===== config.mk =====
export PLATFORM = sky130hd
export DESIGN_NAME = instrument_mode_sleep_sequencer
export DESIGN_NICKNAME = d
export VERILOG_FILES = /design/src/core/mode_seq_pkg.sv /design/src/core/tick_timer.sv /design/src/core/ensemble_sequencer.sv /design/src/core/instrument_mode_sleep_sequencer.sv
export SDC_FILE = /design/constraint.sdc
export NUM_CORES = 1
export LEC_CHECK = 0
export ABC_AREA = 1
export BUFFER_PORTS_ARGS = -buffer_cell sky130_fd_sc_hd__clkbuf_2
export CAP_MARGIN = 20
export CORE_MARGIN = 3
export CORE_UTILIZATION = 40
export CTS_CLUSTER_DIAMETER = 50
export DETAILED_ROUTE_END_ITERATION = 10
export PLACE_DENSITY_LB_ADDON = 0.05
export SLEW_MARGIN = 20
export SYNTH_ARGS = -nofsm -noshare
export SYNTH_HDL_FRONTEND = slang
export SYNTH_SLANG_ARGS = --single-unit

===== constraint.sdc =====
create_clock -name clock -period 2.59 [get_ports clock]
set_input_delay 0.1295 -clock clock [delete_from_list [all_inputs] [get_ports clock]]
set_output_delay 0.1295 -clock clock [all_outputs]
set_load 0.02 [all_outputs]

===== src/core/mode_seq_pkg.sv =====
package mode_seq_pkg;
  // all intervals run from the slow timekeeping tick, not from the 100 MHz clock
  localparam int unsigned TICK_HZ = 1;
  localparam int unsigned SEC_PER_H = 3600;
  localparam int unsigned CMD_IDLE_S = 300;
  localparam int unsigned WARN_S = 240;
  localparam int unsigned RESUME_S = 300;
  localparam int unsigned RECHARGE_S = 4;
  localparam int unsigned SLEEP_H = 9;
  localparam int unsigned CMD_IDLE_TICKS = CMD_IDLE_S * TICK_HZ;
  localparam int unsigned WARN_TICKS = WARN_S * TICK_HZ;
  localparam int unsigned RESUME_TICKS = RESUME_S * TICK_HZ;
  localparam int unsigned RECHARGE_TICKS = RECHARGE_S * TICK_HZ;
  localparam int unsigned SLEEP_TICKS_DEF = SLEEP_H * SEC_PER_H * TICK_HZ;
  localparam int unsigned TMR_W = 16;
  localparam int unsigned PING_CNT_W = 8;
  localparam logic [1:0] WAKE_BREAK = 2'h0;
  localparam logic [1:0] WAKE_START = 2'h1;
  localparam logic [1:0] WAKE_TIMER = 2'h2;
  localparam logic [1:0] WAKE_WDOG = 2'h3;

  typedef enum logic [6:0] {
    S_SLEEP = 7'h01,
    S_PROMPT_CMD = 7'h02,
    S_PROMPT_PING = 7'h04,
    S_RECHARGE = 7'h08,
    S_WAIT_TF = 7'h10,
    S_WAIT_ALARM = 7'h20,
    S_PINGING = 7'h40
  } mode_state_t;

  typedef enum logic [5:0] {
    Q_IDLE = 6'h01,
    Q_TX = 6'h02,
    Q_RX = 6'h04,
    Q_TEST = 6'h08,
    Q_SENSE = 6'h10,
    Q_HOLD = 6'h20
  } seq_state_t;
endpackage : mode_seq_pkg


===== src/core/tick_timer.sv =====
`timescale 1ns/10ps
module tick_timer
  import mode_seq_pkg::*;
#(
  parameter int unsigned W = TMR_W,
  parameter int unsigned LIMIT = 1
)(
  input wire logic clock, // system clock
  input wire logic rst_n, // sync reset, active low
  input wire logic ce, // clock enable
  input wire logic clear, // hold count at zero
  input wire logic tick, // slow timekeeping tick
  output logic [W-1:0] count, // ticks since clear, saturating
  output logic done // count reached LIMIT
);
  logic [W-1:0] next_count;
  logic next_done;

  always_comb
  begin
    next_count = count;
    next_done = done;
    if (ce)
    begin
      if (clear)
        next_count = '0;
      else if (tick && count != {W{1'b1}})
        next_count = count + 1'b1;
      next_done = (next_count >= W'(LIMIT));
    end
  end

  always_ff @(posedge clock)
  begin
    if (!rst_n)
    begin
      count <= '0;
      done <= 1'b0;
    end
    else
    begin
      count <= next_count;
      done <= next_done;
    end
  end
endmodule : tick_timer


===== src/core/ensemble_sequencer.sv =====
`timescale 1ns/10ps
module ensemble_sequencer
  import mode_seq_pkg::*;
#(
  parameter int unsigned CNT_W = PING_CNT_W
)(
  input wire logic clock, // system clock
  input wire logic rst_n, // sync reset, active low
  input wire logic ce, // clock enable
  input wire logic enable, // ping mode running
  input wire logic [CNT_W-1:0] ping_count, // pings per ensemble, 0 acts as 1
  input wire logic to_card, // 1 card recorder, 0 serial port
  input wire logic ping_done, // transmit finished
  input wire logic echo_done, // echo reception finished
  input wire logic selftest_done, // self-test processed
  input wire logic sensor_done, // sensors read
  input wire logic interval_end, // ensemble interval over
  output logic ping_tx, // transmit request
  output logic selftest_inject, // inject test signal
  output logic sensor_read, // sensor read request
  output logic accumulate, // add ping into average
  output logic ens_serial, // send ensemble to serial
  output logic ens_card, // write ensemble to card
  output logic ens_done // ensemble finished
);
  seq_state_t seq, next_seq;
  logic [CNT_W-1:0] n, next_n;
  logic next_acc, next_ser, next_card, next_done;

  always_comb
  begin
    next_seq = seq;
    next_n = n;
    next_acc = accumulate;
    next_ser = ens_serial;
    next_card = ens_card;
    next_done = ens_done;
    if (ce)
    begin
      next_acc = 1'b0;
      next_ser = 1'b0;
      next_card = 1'b0;
      next_done = 1'b0;
      if (!enable)
        next_seq = Q_IDLE;
      else
        case (seq)
          Q_IDLE:
          begin
            next_n = '0;
            next_seq = Q_TX;
          end
          Q_TX: if (ping_done) next_seq = Q_RX;
          Q_RX: if (echo_done) next_seq = Q_TEST;
          Q_TEST: if (selftest_done) next_seq = Q_SENSE;
          Q_SENSE:
            if (sensor_done)
            begin
              next_acc = 1'b1;
              next_n = n + 1'b1;
              next_seq = (next_n >= ping_count) ? Q_HOLD : Q_TX;
            end
          Q_HOLD:
            if (interval_end)
            begin
              next_ser = !to_card;
              next_card = to_card;
              next_done = 1'b1;
              next_seq = Q_IDLE;
            end
          default: next_seq = Q_IDLE;
        endcase
    end
  end

  always_ff @(posedge clock)
  begin
    if (!rst_n)
    begin
      seq <= Q_IDLE;
      n <= '0;
      ping_tx <= 1'b0;
      selftest_inject <= 1'b0;
      sensor_read <= 1'b0;
      accumulate <= 1'b0;
      ens_serial <= 1'b0;
      ens_card <= 1'b0;
      ens_done <= 1'b0;
    end
    else
    begin
      seq <= next_seq;
      n <= next_n;
      ping_tx <= (next_seq == Q_TX);
      selftest_inject <= (next_seq == Q_TEST);
      sensor_read <= (next_seq == Q_SENSE);
      accumulate <= next_acc;
      ens_serial <= next_ser;
      ens_card <= next_card;
      ens_done <= next_done;
    end
  end

  a_selftest_follows: assert property (@(posedge clock) disable iff (!rst_n)
    ce && enable && seq == Q_RX && echo_done |=> selftest_inject && !ping_tx)
    else $error("self-test not injected after echo");
  a_ens_routed: assert property (@(posedge clock) disable iff (!rst_n)
    $past(ce) && (ens_serial || ens_card)
    |-> ens_done && $past(seq == Q_HOLD) && (ens_card == to_card))
    else $error("ensemble output outside interval end");
endmodule : ensemble_sequencer


===== src/core/instrument_mode_sleep_sequencer.sv =====
`timescale 1ns/10ps
module instrument_mode_sleep_sequencer
  import mode_seq_pkg::*;
#(
  parameter int unsigned SLEEP_TICKS = SLEEP_TICKS_DEF,
  parameter int unsigned CNT_W = PING_CNT_W
)(
  input wire logic clock, // 100 MHz
  input wire logic rst_n, // sync reset, active low
  input wire logic ce, // clock enable, freezes all
  input wire logic tick, // slow timekeeping tick pulse
  input wire logic serial_break, // break seen on serial
  input wire logic cmd_valid, // any valid command received
  input wire logic cmd_start, // start-collection command
  input wire logic first_ping_time_cmd, // first-ping time command
  input wire logic reset_switch, // hardware reset switch
  input wire logic unknown_state_wakeup, // unknown_state_wakeup / power restore
  input wire logic alarm_armed, // next-ping alarm set
  input wire logic alarm_fire, // next-ping alarm reached
  input wire logic tf_valid, // first-ping time not passed
  input wire logic tf_reached, // first-ping time arrived
  input wire logic [CNT_W-1:0] ping_count, // pings per ensemble
  input wire logic to_card, // ensemble to card recorder
  input wire logic ping_done, // transmit finished
  input wire logic echo_done, // echo reception finished
  input wire logic selftest_done, // self-test processed
  input wire logic sensor_done, // sensors read
  input wire logic interval_end, // ensemble interval over
  output logic awake, // powered up, not sleeping
  output logic cmd_prompt, // command prompt shown
  output logic self_deploy_warn, // self-deploy warning shown
  output logic deploy_active, // ping mode stored
  output logic recharging, // ram capacitor recharge
  output logic new_deployment, // new deployment started
  output logic [1:0] wake_source, // last wakeup source
  output logic wake_strobe, // wakeup just happened
  output logic ping_tx, // transmit request
  output logic selftest_inject, // inject test signal
  output logic sensor_read, // sensor read request
  output logic accumulate, // add ping into average
  output logic ens_serial, // ensemble to serial
  output logic ens_card, // ensemble to card
  output logic ens_done // ensemble finished
);
  mode_state_t state, next_state;
  logic next_deploy, tf_pending, next_tf_pend, tf_after_break, next_tf_brk;
  logic [1:0] next_src;
  logic next_stb, next_newdep, next_warn;
  logic in_prompt, sleeping, quiet;
  logic idle_clear, idle_done, sleep_done, chg_done;
  logic [TMR_W-1:0] idle_count, sleep_count;

  assign in_prompt = (state == S_PROMPT_CMD) || (state == S_PROMPT_PING);
  assign sleeping = (state == S_SLEEP) || (state == S_WAIT_TF) || (state == S_WAIT_ALARM);
  assign quiet = !unknown_state_wakeup && !reset_switch && !serial_break;
  // any command or break restarts the idle interval
  assign idle_clear = !in_prompt || serial_break || cmd_valid || cmd_start
                      || first_ping_time_cmd;

  tick_timer #(.W(TMR_W), .LIMIT(CMD_IDLE_TICKS)) idle_tmr (
    .clock(clock),
    .rst_n(rst_n),
    .ce(ce),
    .clear(idle_clear),
    .tick(tick),
    .count(idle_count),
    .done(idle_done)
  );

  // long sleep counter, cleared on wake
  tick_timer #(.W(TMR_W), .LIMIT(SLEEP_TICKS)) sleep_tmr (
    .clock(clock),
    .rst_n(rst_n),
    .ce(ce),
    .clear(!sleeping),
    .tick(tick),
    .count(sleep_count),
    .done(sleep_done)
  );

  tick_timer #(.W(TMR_W), .LIMIT(RECHARGE_TICKS)) chg_tmr (
    .clock(clock),
    .rst_n(rst_n),
    .ce(ce),
    .clear(state != S_RECHARGE),
    .tick(tick),
    .count(),
    .done(chg_done)
  );

  ensemble_sequencer #(.CNT_W(CNT_W)) seq_u (
    .clock(clock),
    .rst_n(rst_n),
    .ce(ce),
    .enable((state == S_PINGING) && !next_newdep),
    .ping_count(ping_count),
    .to_card(to_card),
    .ping_done(ping_done),
    .echo_done(echo_done),
    .selftest_done(selftest_done),
    .sensor_done(sensor_done),
    .interval_end(interval_end),
    .ping_tx(ping_tx),
    .selftest_inject(selftest_inject),
    .sensor_read(sensor_read),
    .accumulate(accumulate),
    .ens_serial(ens_serial),
    .ens_card(ens_card),
    .ens_done(ens_done)
  );

  // priority: unknown_state_wakeup, reset switch, break, then per-state events
  always_comb
  begin
    next_state = state;
    next_deploy = deploy_active;
    next_tf_pend = tf_pending;
    next_tf_brk = tf_after_break;
    next_src = wake_source;
    next_stb = wake_strobe;
    next_newdep = new_deployment;
    next_warn = self_deploy_warn;
    if (ce)
    begin
      next_stb = 1'b0;
      next_newdep = 1'b0;
      if (unknown_state_wakeup)
      begin
        next_src = WAKE_WDOG;
        next_stb = 1'b1;
        if (!deploy_active)
          next_state = S_PROMPT_CMD;
        else
        begin
          next_newdep = 1'b1;
          next_state = (tf_after_break && tf_valid) ? S_WAIT_TF : S_PINGING;
        end
      end
      else if (reset_switch)
      begin
        if (!deploy_active)
          next_state = S_SLEEP;
        else if (alarm_armed)
          next_state = S_WAIT_ALARM;
        else
        begin
          next_newdep = 1'b1;
          next_state = tf_after_break ? S_WAIT_TF : S_PINGING;
        end
      end
      else if (serial_break)
      begin
        next_src = WAKE_BREAK;
        next_stb = 1'b1;
        next_tf_brk = 1'b0;
        next_state = deploy_active ? S_PROMPT_PING : S_PROMPT_CMD;
      end
      else
        case (state)
          S_PROMPT_CMD, S_PROMPT_PING:
          begin
            if (first_ping_time_cmd)
            begin
              next_tf_pend = 1'b1;
              next_tf_brk = 1'b1;
            end
            if (cmd_start)
            begin
              // start, or sleep until first ping
              next_deploy = 1'b1;
              next_src = WAKE_START;
              next_stb = 1'b1;
              next_state = tf_pending ? S_WAIT_TF : S_PINGING;
            end
            // valid command returns to command mode
            else if (state == S_PROMPT_PING && cmd_valid)
            begin
              next_deploy = 1'b0;
              next_state = S_PROMPT_CMD;
            end
            else if (state == S_PROMPT_CMD && idle_done && !cmd_valid)
              next_state = S_SLEEP;
            else if (state == S_PROMPT_PING && !cmd_valid && !first_ping_time_cmd
                     && idle_count >= TMR_W'(RESUME_TICKS))
              next_state = S_PINGING;
          end
          S_SLEEP, S_WAIT_TF, S_WAIT_ALARM:
            if (state == S_WAIT_TF && tf_reached)
            begin
              next_tf_pend = 1'b0;
              next_state = S_PINGING;
            end
            else if (state == S_WAIT_ALARM && alarm_fire)
              next_state = S_PINGING;
            else if (sleep_done)
            begin
              next_src = WAKE_TIMER;
              next_stb = 1'b1;
              next_state = S_RECHARGE;
            end
          S_RECHARGE:
            if (chg_done)
            begin
              // back to sleep in command mode
              if (!deploy_active)
                next_state = S_SLEEP;
              else if (alarm_armed)
                next_state = S_WAIT_ALARM;
              else if (tf_pending && tf_valid)
                next_state = S_WAIT_TF;
              else
                next_state = S_PINGING;
            end
          S_PINGING:
            // battery saver between ensembles when the next ping is alarmed
            if (ens_done && alarm_armed)
              next_state = S_WAIT_ALARM;
          default: next_state = S_SLEEP;
        endcase
      next_warn = (state == S_PROMPT_PING) && (next_state == S_PROMPT_PING)
                  && !idle_clear && (idle_count >= TMR_W'(WARN_TICKS));
    end
  end

  // deployment flag kept across sleep and unknown_state_wakeup
  always_ff @(posedge clock)
  begin
    if (!rst_n)
    begin
      state <= S_SLEEP;
      deploy_active <= 1'b0;
      tf_pending <= 1'b0;
      tf_after_break <= 1'b0;
      wake_source <= WAKE_WDOG;
      wake_strobe <= 1'b0;
      new_deployment <= 1'b0;
      self_deploy_warn <= 1'b0;
      awake <= 1'b0;
      cmd_prompt <= 1'b0;
      recharging <= 1'b0;
    end
    else
    begin
      state <= next_state;
      deploy_active <= next_deploy;
      tf_pending <= next_tf_pend;
      tf_after_break <= next_tf_brk;
      wake_source <= next_src;
      wake_strobe <= next_stb;
      new_deployment <= next_newdep;
      self_deploy_warn <= next_warn;
      awake <= !((next_state == S_SLEEP) || (next_state == S_WAIT_TF)
                 || (next_state == S_WAIT_ALARM));
      cmd_prompt <= (next_state == S_PROMPT_CMD) || (next_state == S_PROMPT_PING);
      recharging <= (next_state == S_RECHARGE);
    end
  end

  a_idle_to_sleep: assert property (@(posedge clock) disable iff (!rst_n)
    ce && quiet && state == S_PROMPT_CMD && idle_done && !cmd_valid && !cmd_start
    |=> state == S_SLEEP && !awake && !cmd_prompt)
    else $error("command mode idle timeout missed");
  a_break_prompt: assert property (@(posedge clock) disable iff (!rst_n)
    ce && serial_break && !unknown_state_wakeup && !reset_switch && !deploy_active
    |=> state == S_PROMPT_CMD && cmd_prompt && wake_strobe && wake_source == WAKE_BREAK)
    else $error("break did not reach command prompt");
  a_reset_sleeps: assert property (@(posedge clock) disable iff (!rst_n)
    ce && reset_switch && !unknown_state_wakeup && !deploy_active |=> state == S_SLEEP)
    else $error("reset switch did not sleep");
  a_start_pings: assert property (@(posedge clock) disable iff (!rst_n)
    ce && quiet && in_prompt && cmd_start && !tf_pending
    |=> state == S_PINGING && deploy_active && wake_source == WAKE_START)
    else $error("start command did not begin pinging");
  a_first_ping_wait: assert property (@(posedge clock) disable iff (!rst_n)
    ce && quiet && in_prompt && cmd_start && tf_pending |=> state == S_WAIT_TF && !awake)
    else $error("pending first-ping time not honoured");
  a_cold_prompt: assert property (@(posedge clock) disable iff (!rst_n)
    ce && unknown_state_wakeup && !deploy_active
    |=> cmd_prompt && wake_source == WAKE_WDOG && !new_deployment)
    else $error("unknown_state_wakeup did not prompt");
  a_recharge_back: assert property (@(posedge clock) disable iff (!rst_n)
    ce && quiet && state == S_RECHARGE && chg_done && !deploy_active |=> state == S_SLEEP)
    else $error("recharge did not return to sleep");
  a_break_keeps_mode: assert property (@(posedge clock) disable iff (!rst_n)
    ce && serial_break && !unknown_state_wakeup && !reset_switch && deploy_active
    |=> state == S_PROMPT_PING && deploy_active && cmd_prompt)
    else $error("break in ping mode lost the mode");
  a_warn_timing: assert property (@(posedge clock) disable iff (!rst_n)
    self_deploy_warn |-> state == S_PROMPT_PING && idle_count >= TMR_W'(WARN_TICKS))
    else $error("self-deploy warning out of place");
  a_prompt_resume: assert property (@(posedge clock) disable iff (!rst_n)
    ce && quiet && state == S_PROMPT_PING && !cmd_valid && !cmd_start
    && !first_ping_time_cmd && idle_count >= TMR_W'(RESUME_TICKS) |=> state == S_PINGING)
    else $error("prompt did not resume pinging");
  a_reset_alarm: assert property (@(posedge clock) disable iff (!rst_n)
    ce && reset_switch && !unknown_state_wakeup && deploy_active && alarm_armed
    |=> state == S_WAIT_ALARM && !awake)
    else $error("reset with alarm did not sleep");
  a_reset_redeploy: assert property (@(posedge clock) disable iff (!rst_n)
    ce && reset_switch && !unknown_state_wakeup && deploy_active && !alarm_armed
    |=> new_deployment && state == (tf_after_break ? S_WAIT_TF : S_PINGING))
    else $error("reset did not start new deployment");
  a_cold_redeploy: assert property (@(posedge clock) disable iff (!rst_n)
    ce && unknown_state_wakeup && deploy_active && !(tf_after_break && tf_valid)
    |=> new_deployment && state == S_PINGING ##1 (ping_tx || !$past(ce)))
    else $error("unknown_state_wakeup in ping mode did not ping");
  a_recharge_alarm: assert property (@(posedge clock) disable iff (!rst_n)
    ce && quiet && state == S_RECHARGE && chg_done && deploy_active && alarm_armed
    |=> state == S_WAIT_ALARM)
    else $error("recharge ignored armed alarm");
  a_sleep_cleared: assert property (@(posedge clock) disable iff (!rst_n)
    ce && !sleeping |=> sleep_count == '0)
    else $error("sleep interval not restarted");
  a_deploy_persists: assert property (@(posedge clock) disable iff (!rst_n)
    !cmd_start && !cmd_valid |=> $stable(deploy_active))
    else $error("deployment flag changed without command");
endmodule : instrument_mode_sleep_sequencer


==> results of run 1 <==
-- flip-flops by register name (all words and copies together) (netlist names), 2 cells and up --
| signal | cells |
|---|---|
| seq_u.seq | 6 |
| idle_tmr.count | 16 |
| chg_tmr.count | 16 |
| state | 7 |
| wake_source | 2 |
| sleep_tmr.count | 16 |
| seq_u.n | 8 |
-- layout by cell type, fill, tap and decap left out, drive strengths merged, types with 7 or more instances in the layout --
cell type and count:
nand2 203, nor2 131, inv 128, nand3 95
dfxtp 90, o21ai 83, a21oi 80, clkbuf 54
nand4 21, nor3 18, buf 13, ha 13
xor2 9, nand3b 7
-- per-stage QoR --
step                      total power (W)  std cells  utilization (%)  hold slack [ns]  setup TNS [ns]
after floorplan                   0.00176        952                -            0.241               0
after global placement            0.00189       1158             44.6            0.422               0
after detailed placement          0.00189       1158             44.6            0.421               0
after CTS                         0.00315       1174             46.5           0.0511               0
after global routing              0.00326       1175             47.0           0.0742          -0.130
final                             0.00311       1175             47.0           0.0626               0
-- routing by layer --
layer,vias to the layer above,routed length [um],track usage (%)
met5,-,0,0
met4,0,212,5.49
met3,17,674,3.72
met2,136,7610,32.7
met1,2689,7950,28.4
li1,3213,-,-
-- critical path, cell delays in order (launching register included) --
cell,delay [ns]
dfxtp_2,0.34
nand3_1,0.10
nand3b_1,0.19
buf_4,0.15
xor2_1,0.12
inv_1,0.07
ha_1,0.31
a21oi_2,0.15
o21a_1,0.12
nand4_1,0.14
nand2_1,0.10
o21ai_1,0.07
a22oi_2,0.17
nand2_1,0.12
nor3_1,0.16
-- cells by family (layout without fill, tap and decap cells) --
logic type,count (synthesis),count (layout)
AOI/OAI and AO/OA,198,198
xor gates and xnor gates,10,10
adders and majority gates,13,13
buffers and inverters,158,201
DFF,90,90
and+or+nand+nor,483,483
-- synth_stat cells (2+ instances only) --
master / count / share of area, %
a22oi_1: 2 / 0.25
a31o_2: 2 / 0.30
a21oi_1: 79 / 6.7
inv_2: 11 / 0.70
o21ai_0: 76 / 6.4
nor2_1: 125 / 7.9
o21ai_1: 5 / 0.42
dfxtp_1: 90 / 30
nor4_1: 2 / 0.21
o22ai_1: 5 / 0.53
a221oi_1: 2 / 0.30
nor2_2: 3 / 0.32
a31oi_1: 3 / 0.32
o211ai_1: 5 / 0.64
o21a_1: 4 / 0.51
nand2_2: 9 / 0.95
buf_1: 2 / 0.13
nand4_1: 21 / 2.2
o21bai_1: 5 / 0.64
nand3b_1: 7 / 0.89
nand3_2: 5 / 0.85
nor3_1: 17 / 1.4
nor2_4: 3 / 0.57
xor2_1: 9 / 1.3
nand2_4: 2 / 0.38
nand2_1: 192 / 12
ha_1: 13 / 2.8
o21ai_2: 2 / 0.30
buf_2: 4 / 0.34
inv_1: 117 / 7.4
a211oi_1: 5 / 0.64
and2_1: 2 / 0.21
clkbuf_1: 21 / 1.3
nand3_1: 90 / 7.6
-- power by group --
group / switching (W) / internal [W]
Sequential: 0.0000481 / 0.00143
Clock: 0.000572 / 0.000673
Combinational: 0.000263 / 0.000125
Total: 0.000883 / 0.00223
-- cell type report --
| cell class | instances | area share (%) |
|---|---|---|
| Clock inverter | 5 | 0.451 |
| Clock buffer | 11 | 3.65 |
| Sequential cell | 90 | 27.1 |
| Tap cell | 180 | 3.38 |
| Inverter | 129 | 7.28 |
| Timing Repair Buffer | 56 | 4.70 |
| Multi-Input combinational cell | 704 | 53.4 |
-- timing repair --
item,in CTS,in global routing
setup endpoints to repair,0,3
buffers inserted,0,1
gates resized for setup,0,14
-- worst max-delay path by stage --
stage / from / to / depth (start not counted)
floorplan: seq_u.n[0] / seq_u.selftest_inject / 14
global placement: seq_u.n[2] / seq_u.selftest_inject / 14
detailed placement: deploy_active / seq_u.n[2] / 10
CTS: seq_u.n[2] / seq_u.ping_tx / 14
global route: seq_u.n[2] / seq_u.selftest_inject / 14
finish: seq_u.n[2] / seq_u.selftest_inject / 14
==> impl_results.md, run 1 <==
- Pre-Repair DR Iteration Count: 5
- Number of global-route vias before repair: 5,601
- Relative slew slack: 45.1%
- Die Area: 0.0163 mm2
- Synth Area in Compound Gates: 18.4%
- Synth warn: 0
- Area delta synth->final: 12.6%
- Number of max-cap violations: 0
- Achievable Freq: 0.417 GHz
- Ys async rst share: 0%
- Gp weighted congestion: 0.889
- RR Startpoint: seq_u.n[2]
- Post-synthesis sequential area ratio: 30.5%
- Hpwl dp: 11,700 um
- Predominant post-synthesis flop cell: dfxtp_1
- Hold depth: 3
- Final setup violation count: 0
- Clock buffer depth: 2
- Reg2reg path depth: 14
- CP arrival: 2.68 ns
- Max rail drop VDD: 420 uV
- Number of library cell types mapped by synthesis: 46
- Leak pwr: 2.87 nW
- Post-layout worst setup margin: 0.191 ns
- Final ANT Viol Nets: 0
- Die Wd: 128 um
- Adder-cell share of the synthesized area: 2.75%
- Fin. Hold Viols: 0
- WP data required: 2.87 ns
- Status: finished, final reports clean
- Reg2reg setup slack: 0.19 ns
- Final period util: 92.6%
- # hold bufs at CTS: 0
- Initial Util: 41.8%
- Antenna diodes: 0
- Drt wl/cell: 14.0 um
- XOR/XNOR Fraction of Synth Area: 1.48%
- Core Box Area: 0.0141 mm2
- Layout cell share with drive strength beyond 1: 12.6%
- DRT iter0 DRCs: 442
- Htree depth: 3
- Register area: 0.00180 mm2
- Min Clock Period, post-route: 2.40 ns
- Initial antenna violation count: 0
- CTS tree: done
- CTS clk-pin slew, worst paths: 0.07 ns
- Mux share of post-synthesis cell area: 0%
- Simple logic cell fraction of the synthesized area: 36.5%
- Largest net degree at the start of global routing: 86
- Std-Cell Rows: 43
- Mean post-synth cell area: 6.21 um2
- Worst reg2reg endpoint: seq_u.selftest_inject
- Hold EP: seq_u.ens_card
- CTS Buf Count: 9
- EDFF count, synth: 0
- Post-Syn Area: 0.00591 mm2
- Detailed Route WL: 16,400 um
- Clk_skew: 0.00757 ns
- Sink Count: 90
- Startpoint types: flop
- Post-synthesis register bit count: 90
- Hold crit path type: primary input to flop
- Post-DP Area: 0.00631 mm2
- Skew-Pair Late Insertion Delay: 0.35 ns
- Total Routing Usage GR: 20.5%
- DRC: 0
- Slew Viols, Final: 0
- Worst Setup End Kind: flop
- Pre-CTS setup slack: 0.0688 ns
- Multi-input combinational cell area: 0.00356 mm2
- Layout Cell Area excl Fill: 0.00666 mm2
- Pwr dens: 467 mW/mm2
- Height of the die: 128 um
- Ports: 44
- Setup CP Type: flop to flop
- Slew @ Worst Pin: 0.824 ns
- Clk Tree Root Cell: clkbuf_16
- Gate Count Post-Synth: 952
- First-pass GRT wire length: 27,400 um
- Number of fill cells: 1,502
- Main combinational cell family by area after synthesis: simple AND/OR/NAND/NOR gates
- Syn Nets: 993
- Hold path start: to_card
- Vias per inst: 5.15
- Port bufs: 43
- Nets: 1,031
- Total number of vias: 6,055
- Crit Path Max Fanout: 4
- Congestion Overflow GR: 0
(Power assumes the default switching activity.)
==> inputs of run 2 (changes only) <==
Settings changed: GPL_TIMING_DRIVEN set to 0.
==> run 2 against run 1 <==
Via count up 2.3%. Clock skew grew 0.0019 ns. Cell count increased by 1.5%. Critical endpoint unchanged. Largest cell class unchanged.
==> impl_results.md, run 2 (synthesized netlist as in run 1, its figures left out) <==
- DRC: 0 (unchanged)
- Total Routing Usage GR: 22.1% (was 20.5%)
- Hold depth: 3 (unchanged)
- Core Box Area: 0.0141 mm2 (unchanged)
- Congestion Overflow GR: 0 (unchanged)
- Sequential share of power: 45.9% (was 47.5%)
- Leak pwr: 2.89 nW (was 2.87 nW)
- Height of the die: 128 um (unchanged)
- Crit Path Max Fanout: 4 (unchanged)
- Total number of vias: 6,194 (was 6,055)
- Final period util: 92.2% (was 92.6%)
- Vias per inst: 5.19 (was 5.15)
- Achievable Freq: 0.419 GHz (was 0.417 GHz)
- Final Core Density: 47.8% (was 47.0%)
- Largest net degree at the start of global routing: 16 (was 86)
- Number of global-route vias before repair: 5,789 (was 5,601)
- Most common cell after layout, fill and taps aside: nand2_1 (unchanged)
- RR Startpoint: seq_u.n[2] (unchanged)
- Detailed Route WL: 17,800 um (was 16,400 um)
- Clock buffer depth: 2 (unchanged)
- Htree depth: 3 (unchanged)
- Clock Power Share: 41.5% (was 40.0%)
- CP arrival: 2.66 ns (was 2.68 ns)
- Number of max-cap violations: 0 (unchanged)
- Int Power: 0.00230 W (was 0.00223 W)
- Fin. Hold Viols: 0 (unchanged)
- Hold path start: to_card (unchanged)
- P_sw: 0.000912 W (was 0.000883 W)
- Skew-Pair Late Insertion Delay: 0.35 ns (about the same)
- Clk_skew: 0.00951 ns (was 0.00757 ns)
- Top flop regs: chg_tmr.count x16, idle_tmr.count x16, sleep_tmr.count x16 (unchanged)
- Die Wd: 128 um (unchanged)
- Relative slew slack: 52.0% (was 45.1%)
- Status: finished, final reports clean (unchanged)
- Reg2reg path depth: 14 (unchanged)
- Pwr dens: 475 mW/mm2 (was 467 mW/mm2)
- Initial antenna violation count: 0 (unchanged)
- TNS Setup: 0 ns (unchanged)
- Layout Cell Area excl Fill: 0.00676 mm2 (was 0.00666 mm2)
- Antenna diodes: 0 (unchanged)
- Hpwl dp: 13,500 um (was 11,700 um)
- Min Clock Period, post-route: 2.39 ns (was 2.40 ns)
- Layout cell share with drive strength beyond 1: 12.8% (was 12.6%)
- Worst Setup End Kind: flop (unchanged)
- Port bufs: 42 (was 43)
- Slew @ Worst Pin: 0.720 ns (was 0.824 ns)
- Post-layout worst setup margin: 0.202 ns (was 0.191 ns)
- Pre-CTS setup slack: -0.0870 ns (was 0.0688 ns)
- Max rail drop VDD: 415 uV (was 420 uV)
- Worst reg2reg endpoint: seq_u.selftest_inject (unchanged)
- DRT iter0 DRCs: 498 (was 442)
- Area delta synth->final: 14.4% (was 12.6%)
- Post-DP Area: 0.00634 mm2 (was 0.00631 mm2)
- Combinational power share: 12.6% (was 12.5%)
- Net Sw Frac: 28.4% (about the same)
- Startpoint types: flop (unchanged)
- Final setup violation count: 0 (unchanged)
- Pre-Repair DR Iteration Count: 6 (was 5)
- Slew Viols, Final: 0 (unchanged)
- Initial Util: 41.8% (unchanged)
- Unrepaired setup endpoints after global routing: true
- Clk Tree Root Cell: clkbuf_16 (unchanged)
- Most frequent cells in the layout: nand2_1, nor2_1, inv_1, nand3_1, dfxtp_1 (unchanged)
- Drt wl/cell: 14.9 um (was 14.0 um)
- Nets: 1,049 (was 1,031)
- Std-Cell Rows: 43 (unchanged)
- Ports: 44 (unchanged)
- Hold EP: seq_u.ens_card (unchanged)
- Gp weighted congestion: 0.927 (was 0.889)
- CTS clk-pin slew, worst paths: 0.06 ns (was 0.07 ns)
- CTS Buf Count: 9 (unchanged)
- Reg2reg setup slack: 0.20 ns (was 0.19 ns)
- Worst hold slack: 0.0630 ns (was 0.0626 ns)
- CTS tree: done (unchanged)
- Hold crit path type: primary input to flop (unchanged)
- Die Area: 0.0163 mm2 (unchanged)
- WP data required: 2.86 ns (was 2.87 ns)
- Sink Count: 90 (unchanged)
- Final ANT Viol Nets: 0 (unchanged)
- First-pass GRT wire length: 28,800 um (was 27,400 um)
- Setup CP Type: flop to flop (unchanged)
## run 2: worst max-delay path: stages, from the launching register on
cell and delay [ns]:
dfxtp_4 0.37, nand3_4 0.08, nand3b_1 0.19, nand3b_1 0.19
xor2_1 0.13, inv_1 0.09, ha_4 0.28, nand2_2 0.06
nor2_2 0.12, nand4_1 0.09, nand4_1 0.15, o221ai_2 0.12
a22oi_2 0.22, nand2_1 0.10, nor3_1 0.13
## run 2: metal layers
| layer | track usage [%] | vias up | share of wire, % |
|---|---|---|---|
| met2 | 35.7 | 143 | 46 |
| met1 | 30.1 | 2783 | 48 |
| met5 | 0 | - | 0 |
| li1 | - | 3257 | - |
| met4 | 5.17 | 0 | 1.0 |
| met3 | 4.89 | 11 | 5.6 |
## run 2: what timing repair did
action / 4_1_cts / 5_1_grt
endpoints found under the setup margin: 3 / 7
buffers inserted: 1 / 2
hold buffers: 0 / 0
pin swaps: 1 / 7
resized for setup: 1 / 25
## run 2: per-stage QoR
stage          std cells  power [W]
6_report            1193    0.00321
5_1_grt             1193    0.00336
4_1_cts             1191    0.00325
3_5_place_dp        1174    0.00191
3_3_place_gp        1174    0.00191
2_1_floorplan        952    0.00176
## run 2: power by group through the flow
stage	Sequential [W]	Combinational (W)	Clock, W
global placement	0.00151	0.000400	0
global route	0.00148	0.000462	0.00142
finish	0.00147	0.000406	0.00133
floorplan	0.00150	0.000263	0
CTS	0.00148	0.000402	0.00137
detailed placement	0.00151	0.000400	0
## run 2: area by class of cell
class | instances | area [um2]
multi-input combinational | 704 | 3590
fill | 1554 | 7390
buffer | 29 | 125
clock inverter | 7 | 70.1
sequential | 90 | 1810
clock buffer | 9 | 225
inverter | 129 | 484
tap | 180 | 225
timing repair buffer | 45 | 233
## run 2: worst max-delay path by stage
stage	start	endpoint	slack [ns]	cells past startpoint
2_1_floorplan	seq_u.n[0]	seq_u.selftest_inject	0.28	14
3_3_place_gp	seq_u.n[0]	seq_u.selftest_inject	-0.09	14
3_5_place_dp	seq_u.n[0]	seq_u.selftest_inject	-0.09	14
4_1_cts	seq_u.n[2]	seq_u.sensor_read	0.007	15
5_1_grt	seq_u.n[2]	seq_u.sensor_read	-0.02	15
6_report	seq_u.n[2]	seq_u.selftest_inject	0.20	14
